--- src/ipr_pkg.sv ---
// Operation
// [RULE_01] code 111 is priority seven, highest
// [RULE_02] code 001 is lowest level; codes map linearly
// [RULE_03] code 000 disables the source entirely
// [RULE_04] unimplemented bits read zero, writes ignored
// [RULE_05] every field resets to binary 100
// [RULE_06] pin change priority in register four 14:12
// [RULE_07] comparator priority in register four 10:8
// [RULE_08] two-wire master priority in four 6:4
// [RULE_09] two-wire slave priority in four 2:0
// [RULE_10] register three: memory, converter, serial fields
`default_nettype none
package ipr_pkg;

  // bus geometry
  localparam int          ADDR_W     = 4;                 // register address width
  localparam int          DATA_W     = 16;                // register data width
  localparam int          PRIO_W     = 3;                 // width of one priority field
  localparam int          NUM_SRC    = 7;                 // sources covered by this block
  localparam int          SRC_ID_W   = 3;                 // width of a source number

  // register offsets (word index on the plain port)
  localparam logic [3:0]  OFF_THREE  = 4'h0;              // priority_ctrl_three
  localparam logic [3:0]  OFF_FOUR   = 4'h1;              // priority_ctrl_four
  localparam logic [3:0]  OFF_STATUS = 4'h2;              // arbitration status, read only

  // priority codes
  localparam logic [2:0]  PRIO_OFF   = 3'h0;              // source disabled
  localparam logic [2:0]  PRIO_MIN   = 3'h1;              // lowest enabled level
  localparam logic [2:0]  PRIO_MAX   = 3'h7;              // highest level
  localparam logic [2:0]  PRIO_RESET = 3'h4;              // level after reset

  // source numbering
  localparam logic [2:0]  SRC_NVM    = 3'h0;              // nonvolatile memory
  localparam logic [2:0]  SRC_CONV   = 3'h1;              // analog converter
  localparam logic [2:0]  SRC_STX    = 3'h2;              // first serial transmitter
  localparam logic [2:0]  SRC_PIN    = 3'h3;              // input change notification
  localparam logic [2:0]  SRC_CMP    = 3'h4;              // comparator
  localparam logic [2:0]  SRC_TWM    = 3'h5;              // two-wire master event
  localparam logic [2:0]  SRC_TWS    = 3'h6;              // two-wire slave event

  // per source: 1 = field lives in register four, 0 = register three
  localparam logic [6:0]  SRC_IN_FOUR = 7'h78;
  // per source: lsb of its field, four bits per source, source 0 lowest
  localparam logic [27:0] SRC_LSB    = {4'h0, 4'h4, 4'h8, 4'hC, 4'h0, 4'h4, 4'hC};

  // implemented bits of each register
  localparam logic [15:0] MASK_THREE = 16'h7077;
  localparam logic [15:0] MASK_FOUR  = 16'h7777;

  // status register layout
  localparam int          STAT_REQ   = 15;                // request offered bit
  localparam int          STAT_LVL   = 4;                 // lsb of offered level
  localparam int          STAT_SRC   = 0;                 // lsb of offered source

  // offer state machine, one-hot
  typedef enum logic [1:0] {
    ST_IDLE  = 2'b01,
    ST_OFFER = 2'b10
  } ipr_state_e;

endpackage : ipr_pkg
`default_nettype wire
--- src/ipr_arbiter.sv ---
`timescale 1ns/100ps
`default_nettype none
// picks the pending source with the highest nonzero priority code
module ipr_arbiter #(
  parameter int N = ipr_pkg::NUM_SRC
) (
  input  wire logic [N-1:0]   pending,
  input  wire logic [N*3-1:0] levels,
  output logic                win_valid,
  output logic [2:0]          win_id,
  output logic [2:0]          win_level
);

  // higher code wins; equal codes go to the lower source number
  always_comb begin
    win_valid = 1'b0;
    win_id    = 3'h0;
    win_level = ipr_pkg::PRIO_OFF;
    for (int i = 0; i < N; i++) begin
      // code 000 never competes
      if (pending[i] && (levels[i*3 +: 3] != ipr_pkg::PRIO_OFF)) begin // RULE_03
        // unsigned compare makes 111 top and 001 bottom
        if (!win_valid || (levels[i*3 +: 3] > win_level)) begin // RULE_01 RULE_02
          win_valid = 1'b1;
          win_id    = i[2:0];
          win_level = levels[i*3 +: 3];
        end
      end
    end
  end

endmodule : ipr_arbiter
`default_nettype wire

--- src/ipr_field_reg.sv ---
`timescale 1ns/100ps
`default_nettype none
// one three-bit priority field with its reset code
module ipr_field_reg #(
  parameter logic [2:0] RESET_CODE = ipr_pkg::PRIO_RESET
) (
  input  wire logic       clk,
  input  wire logic       rst,
  input  wire logic       wr_en,
  input  wire logic [2:0] wr_data,
  output var  logic [2:0] q
);

  // field storage, loaded by software, reset to the default level
  always_ff @(posedge clk) begin
    if (rst) begin
      q <= RESET_CODE; // RULE_05
    end else if (wr_en) begin
      q <= wr_data;
    end
  end

endmodule : ipr_field_reg
`default_nettype wire

--- src/ipr_interrupt_priority_regs.sv ---
`timescale 1ns/100ps
`default_nettype none
// two priority control registers and the arbitration they steer
module ipr_interrupt_priority_regs #(
  parameter int NUM_SRC = ipr_pkg::NUM_SRC
) (
  input  wire logic                clk,
  input  wire logic                rst,
  // plain register port
  input  wire logic [3:0]          reg_addr,
  input  wire logic [15:0]         reg_wdata,
  input  wire logic                reg_wr,
  input  wire logic                reg_rd,
  output logic [15:0]              reg_rdata,
  // interrupt side
  input  wire logic [NUM_SRC-1:0]  src_pending,
  input  wire logic [2:0]          cpu_level,
  input  wire logic                irq_ack,
  output logic                     irq_request,
  output logic [2:0]               irq_source,
  output logic [2:0]               irq_level,
  // field values for the rest of the controller
  output logic [NUM_SRC*3-1:0]     priority_levels
);

  // ------------------------------------------------------------------
  // field storage
  // ------------------------------------------------------------------

  logic [NUM_SRC*3-1:0] prio_q;          // all fields, three bits per source
  logic [NUM_SRC-1:0]   field_wr;        // per-field write enable

  // decode of the two writable registers and the status word
  logic                 hit_three;       // address selects register three
  logic                 hit_four;        // address selects register four
  logic                 hit_status;      // address selects status

  assign hit_three  = (reg_addr == ipr_pkg::OFF_THREE);
  assign hit_four   = (reg_addr == ipr_pkg::OFF_FOUR);
  assign hit_status = (reg_addr == ipr_pkg::OFF_STATUS);

  // one field register per source, placed by the package tables
  for (genvar i = 0; i < NUM_SRC; i++) begin : g_field
    // lsb of this source's field in its register
    localparam int LSB = int'(ipr_pkg::SRC_LSB[i*4 +: 4]);
    // which register this field sits in
    localparam bit IN_FOUR = ipr_pkg::SRC_IN_FOUR[i];

    // write only the three implemented bits of the field
    if (IN_FOUR) begin : g_four
      // pin change, comparator, two-wire master and slave fields
      assign field_wr[i] = reg_wr && hit_four; // RULE_06 RULE_07 RULE_08 RULE_09
    end else begin : g_three
      // memory, converter and serial transmitter fields
      assign field_wr[i] = reg_wr && hit_three; // RULE_10
    end

    ipr_field_reg #(
      .RESET_CODE (ipr_pkg::PRIO_RESET)
    ) u_field (
      .clk     (clk),
      .rst     (rst),
      .wr_en   (field_wr[i]),
      .wr_data (reg_wdata[LSB +: 3]),
      .q       (prio_q[i*3 +: 3])
    );
  end

  // fields go straight out, they are flip-flops already
  assign priority_levels = prio_q;

  // ------------------------------------------------------------------
  // register images for readback
  // ------------------------------------------------------------------

  logic [15:0] img_three;                // assembled register three
  logic [15:0] img_four;                 // assembled register four
  logic [15:0] img_status;               // assembled status word

  // place each field at its bit position, all other bits zero
  always_comb begin
    img_three = 16'h0000;
    img_four  = 16'h0000;
    for (int i = 0; i < NUM_SRC; i++) begin
      if (ipr_pkg::SRC_IN_FOUR[i]) begin
        // register four holds four fields
        img_four[ipr_pkg::SRC_LSB[i*4 +: 4] +: 3] = prio_q[i*3 +: 3]; // RULE_06 RULE_07 RULE_08 RULE_09
      end else begin
        // register three holds three fields
        img_three[ipr_pkg::SRC_LSB[i*4 +: 4] +: 3] = prio_q[i*3 +: 3]; // RULE_10
      end
    end
    // force the unimplemented positions to zero
    img_three = img_three & ipr_pkg::MASK_THREE; // RULE_04
    img_four  = img_four & ipr_pkg::MASK_FOUR; // RULE_04
  end

  // ------------------------------------------------------------------
  // arbitration among pending sources
  // ------------------------------------------------------------------

  logic       win_valid;                 // some enabled source is pending
  logic [2:0] win_id;                    // its source number
  logic [2:0] win_level;                 // its priority code

  ipr_arbiter #(
    .N (NUM_SRC)
  ) u_arb (
    .pending   (src_pending),
    .levels    (prio_q),
    .win_valid (win_valid),
    .win_id    (win_id),
    .win_level (win_level)
  );

  // the winner beats the level the processor already runs at
  logic win_takes;                       // winner may be offered now

  assign win_takes = win_valid && (win_level > cpu_level); // RULE_01 RULE_02

  // ------------------------------------------------------------------
  // offer state machine
  // ------------------------------------------------------------------

  ipr_pkg::ipr_state_e state;            // current offer phase
  ipr_pkg::ipr_state_e next_state;       // phase for the next cycle
  logic [2:0]          offer_src;        // source held while offered
  logic [2:0]          offer_lvl;        // level held while offered

  // next phase: offer a winner, hold it until the processor takes it
  always_comb begin
    next_state = state;
    case (state)
      ipr_pkg::ST_IDLE: begin
        // a disabled or outranked source never leaves idle
        if (win_takes) begin // RULE_03
          next_state = ipr_pkg::ST_OFFER;
        end
      end
      ipr_pkg::ST_OFFER: begin
        // acknowledge frees the way for the next winner
        if (irq_ack) begin
          next_state = ipr_pkg::ST_IDLE;
        end
      end
      default: begin
        // illegal code, fall back to idle
        next_state = ipr_pkg::ST_IDLE;
      end
    endcase
  end

  // phase register
  always_ff @(posedge clk) begin
    if (rst) begin
      state <= ipr_pkg::ST_IDLE;
    end else begin
      state <= next_state;
    end
  end

  // winner captured on entry to the offer phase, held while offered
  always_ff @(posedge clk) begin
    if (rst) begin
      offer_src <= 3'h0;
      offer_lvl <= ipr_pkg::PRIO_OFF;
    end else if ((state == ipr_pkg::ST_IDLE) && win_takes) begin
      offer_src <= win_id;
      offer_lvl <= win_level; // RULE_01 RULE_02
    end
  end

  // offer outputs; level and source come from flip-flops
  assign irq_request = (state == ipr_pkg::ST_OFFER);
  assign irq_source  = offer_src;
  assign irq_level   = offer_lvl;

  // ------------------------------------------------------------------
  // readback
  // ------------------------------------------------------------------

  // status word: offer flag, offered level and source
  always_comb begin
    img_status                         = 16'h0000;
    img_status[ipr_pkg::STAT_REQ]      = irq_request;
    img_status[ipr_pkg::STAT_LVL +: 3] = offer_lvl;
    img_status[ipr_pkg::STAT_SRC +: 3] = offer_src;
  end

  // read data stand only in the cycle after the read strobe
  always_ff @(posedge clk) begin
    if (rst) begin
      reg_rdata <= 16'h0000;
    end else if (reg_rd && hit_three) begin
      reg_rdata <= img_three; // RULE_10
    end else if (reg_rd && hit_four) begin
      reg_rdata <= img_four; // RULE_06 RULE_07 RULE_08 RULE_09
    end else if (reg_rd && hit_status) begin
      reg_rdata <= img_status;
    end else begin
      // no read or unused address reads zero
      reg_rdata <= 16'h0000; // RULE_04
    end
  end

endmodule : ipr_interrupt_priority_regs
`default_nettype wire

--- config.mk ---
export PLATFORM = sky130hd
export DESIGN_NAME = ipr_interrupt_priority_regs
export DESIGN_NICKNAME = d
export VERILOG_FILES = /design/src/ipr_pkg.sv /design/src/ipr_arbiter.sv /design/src/ipr_field_reg.sv /design/src/ipr_interrupt_priority_regs.sv
export SDC_FILE = /design/constraint.sdc
export NUM_CORES = 1
export LEC_CHECK = 0
export ABC_AREA = 1
export BUFFER_PORTS_ARGS = -buffer_cell sky130_fd_sc_hd__buf_2
export CAP_MARGIN = 20
export CELL_PAD_IN_SITES_DETAIL_PLACEMENT = 1
export CELL_PAD_IN_SITES_GLOBAL_PLACEMENT = 1
export CORE_MARGIN = 2
export CORE_UTILIZATION = 36
export CTS_BUF_LIST = sky130_fd_sc_hd__clkbuf_16
export DETAILED_ROUTE_END_ITERATION = 12
export HOLD_SLACK_MARGIN = 0.02
export PLACE_DENSITY_LB_ADDON = 0.1
export SETUP_SLACK_MARGIN = 0.05
export SLEW_MARGIN = 40
export SYNTH_ARGS = -nofsm -noshare
export SYNTH_HDL_FRONTEND = slang
export SYNTH_HIERARCHICAL = 1
export SYNTH_SLANG_ARGS = --single-unit
--- constraint.sdc ---
create_clock -name clk -period 8.6 [get_ports clk]
set_clock_uncertainty 0.1 [all_clocks]
set_input_delay 0.86 -clock clk [delete_from_list [all_inputs] [get_ports clk]]
set_output_delay 0.86 -clock clk [all_outputs]
set_load 0.1 [all_outputs]
==> flow_summary.json <==
{
  "outcome": "finished, final reports clean",
  "power_frac_seq_pct": 24.3,
  "area_delta_synth_final_pct": 28.1,
  "end_kind": "register",
  "hold_start": "irq_source[1]",
  "setup_viol": 0,
  "crit_slowest_cell": "ha_1",
  "clockBufferDepth": 2,
  "hold_path.class": "reg2reg",
  "wire_per_inst_um": 14.2,
  "cp.required_ns": 8.68,
  "post-route-min-period_ns": 8.02,
  "ios": 79,
  "antenna_left": 0,
  "finalWirelength_um": 8990,
  "final_common_cell": "nand2_1",
  "p_leak_nw": 2.03,
  "dieArea_um2": 8850,
  "cp.arrival_ns": 8.10,
  "irDropWorstVdd_v": 0.0000903,
  "cts.htree.levels": 2,
  "clk_pin_slew_ns": 0.07,
  "pwr-share-comb_pct": 51.9,
  "final_cell_mix": "nand2_1, inv_1, buf_2, nor2_1, nand3_1",
  "antenna_found_initial": 0,
  "placed_cells": 620,
  "power_w": 0.000932,
  "track_usage_pct": 20.6,
  "dr.pass1.iters": 4,
  "worst_setup_path_start_kind": "input pin",
  "dieWidth_um": 94.1,
  "switching_share_pct": 45.0,
  "postSynthCellCount": 453,
  "vias": 3093,
  "hpwl_um": 6870,
  "clock-sinks": 42,
  "grt_pass1_wl_um": 14300,
  "yosysTopAreaCell": "dfxtp_1",
  "start_util_pct": 37.4,
  "hold_end": "irq_source[1]",
  "numCtsBuffers": 5,
  "cts-root-buf": "clkbuf_16",
  "synth.distinct_cells": 27,
  "first_global_vias": 3043,
  "crit_fanout": 7,
  "synth_area_um2": 2920,
  "drt-vias-per-instance": 4.87,
  "final_util_pct": 47.9,
  "finalCritPeriodShare_pct": 93.3,
  "whs_path_depth": 2,
  "fmax_ghz": 0.125,
  "worstMarginPinSlew_ns": 0.732,
  "switching_power_w": 0.000420,
  "grt_overflow": 0,
  "rows": 32,
  "slowest_delay_ns": 0.32,
  "drive_above_1_share_pct": 27.8,
  "max_cap_viol_count": 0,
  "cts_tree": "done",
  "p_per_area_nw_per_um2": 249,
  "dp_slack_ns": -0.362,
  "p_int_w": 0.000513,
  "maxSlewHeadroom_pct": 51.1,
  "drc": 0,
  "ys_top_cells_by_area": "dfxtp_1, nand2_1, inv_1",
  "stdcell_count": 635,
  "diodes": 0,
  "gp_congestion": 0.841,
  "drt-initial-drc-count": 97,
  "cpMostUsedCell": "nand2_1",
  "syn_avg_cell_area_um2": 6.45,
  "r2r-end": "irq_level[1]",
  "startpoint": "src_pending[0]",
  "io_buffers": 71,
  "grt_max_degree": 25,
  "ff2ff_setup_slack_ns": 0.68,
  "holdWs_ns": 0.426,
  "ys.warnings.count": 6,
  "synth_top_area_share_pct": 28.8,
  "clock_latency_ns": 0.29,
  "path_class": "in2reg",
  "seq_area_frac_synth_pct": 28.8,
  "rr_startpoint": "g_field[0].u_field/q[1]",
  "rr_worst_depth": 66,
  "die_y_um": 94.1,
  "ys_ff_latch": 42,
  "slew_violations": 0,
  "fin_nets": 588,
  "clkPwrFrac_pct": 23.8,
  "core_um2": 7810,
  "fin_ws_ns": 0.579,
  "finalHoldViolCount": 0
}
-- synth_stat cells --
cell type  number
and2_1          3
o21ai_0         6
nand3_2         1
nor2_8          2
inv_2           4
inv_1          77
nand2_2         7
nor2_2          4
o31ai_1         3
nor2_1         54
ha_1           21
a21oi_2         3
nand4_1        17
a21oi_1        14
dfxtp_1        42
nand3b_1        1
conb_1          1
o31ai_4         2
buf_4           3
nand3_1        48
buf_2           6
nand2_4         1
nor2_4          4
nand2_1       123
a21oi_4         1
buf_6           1
or2_1           4
-- layer usage --
layer / vias up / GRT usage (%) / part of all wire, %
met2: 60 / 37.9 / 51
li1: 1569 / - / -
met5: - / 0 / 0
met4: 0 / 5.68 / 1.4
met1: 1452 / 24.2 / 44
met3: 12 / 3.93 / 3.7
-- through the flow --
step / setup TNS (ns) / instance area [um2]
2_1_floorplan: 0 / 2930
3_3_place_gp: -0.159 / 3360
3_5_place_dp: -2.47 / 3360
4_1_cts: 0 / 3540
5_1_grt: -0.0970 / 3740
6_report: 0 / 3740
-- logic make-up after synthesis --
| family | count (synthesis) | synth area share (%) |
|---|---|---|
| simple gates | 269 | 42.4 |
| buf+inv | 91 | 12.6 |
| flops | 42 | 28.8 |
| compound gates | 29 | 7.11 |
| fa+ha+maj | 21 | 9.00 |
| other cells | 1 | 0.128 |
-- layout make-up --
type | instances | area, um2
inverters | 81 | 304
well taps | 102 | 128
multi-input cells | 322 | 1870
repair buffers | 80 | 427
clock buffers | 5 | 125
flip-flops and latches | 42 | 841
fillers | 1079 | 4070
clock inverters | 3 | 45.0
-- how the worst max path moves through the flow --
| stage | end | slack [ns] | cells past startpoint |
|---|---|---|---|
| after floorplan | irq_level[2] | 0.44 | 67 |
| after global placement | state[0] | -0.03 | 63 |
| after detailed placement | state[0] | -0.36 | 63 |
| after CTS | irq_level[2] | 0.10 | 66 |
| after global routing | irq_level[1] | -0.06 | 65 |
| final | irq_level[1] | 0.58 | 65 |
-- power by group through the flow --
stage | registers, W | logic [W] | clock network [W]
after floorplan | 0.000308 | 0.000248 | 0
after global placement | 0.000231 | 0.000396 | 0
after detailed placement | 0.000231 | 0.000411 | 0
after CTS | 0.000227 | 0.000419 | 0.000226
after global routing | 0.000229 | 0.000538 | 0.000232
final | 0.000227 | 0.000484 | 0.000222
-- registers in the layout (all words and copies together) (netlist names) --
name and cells:
reg_rdata 13, state 2, irq_level 3, irq_source 3
g_field.u_field/q 21
-- worst max-delay path: cells and delay by family --
family	cells	cell delay [ns]
AO/OA/AOI/OAI	7	0.88
adder cells (fa/ha/maj)	7	1.86
buffers and inverters	10	0.86
AND/OR/NAND/NOR	41	3.62
-- timing repair --
item	CTS	global route
endpoints found under the setup margin	8	8
hold endpoints to repair	0	0
setup buffers	0	6
gates resized for setup	3	34
pin swaps	0	6
hold buffers	0	0
cloned	0	1
No activity file was read; power rests on OpenSTA's default activity.
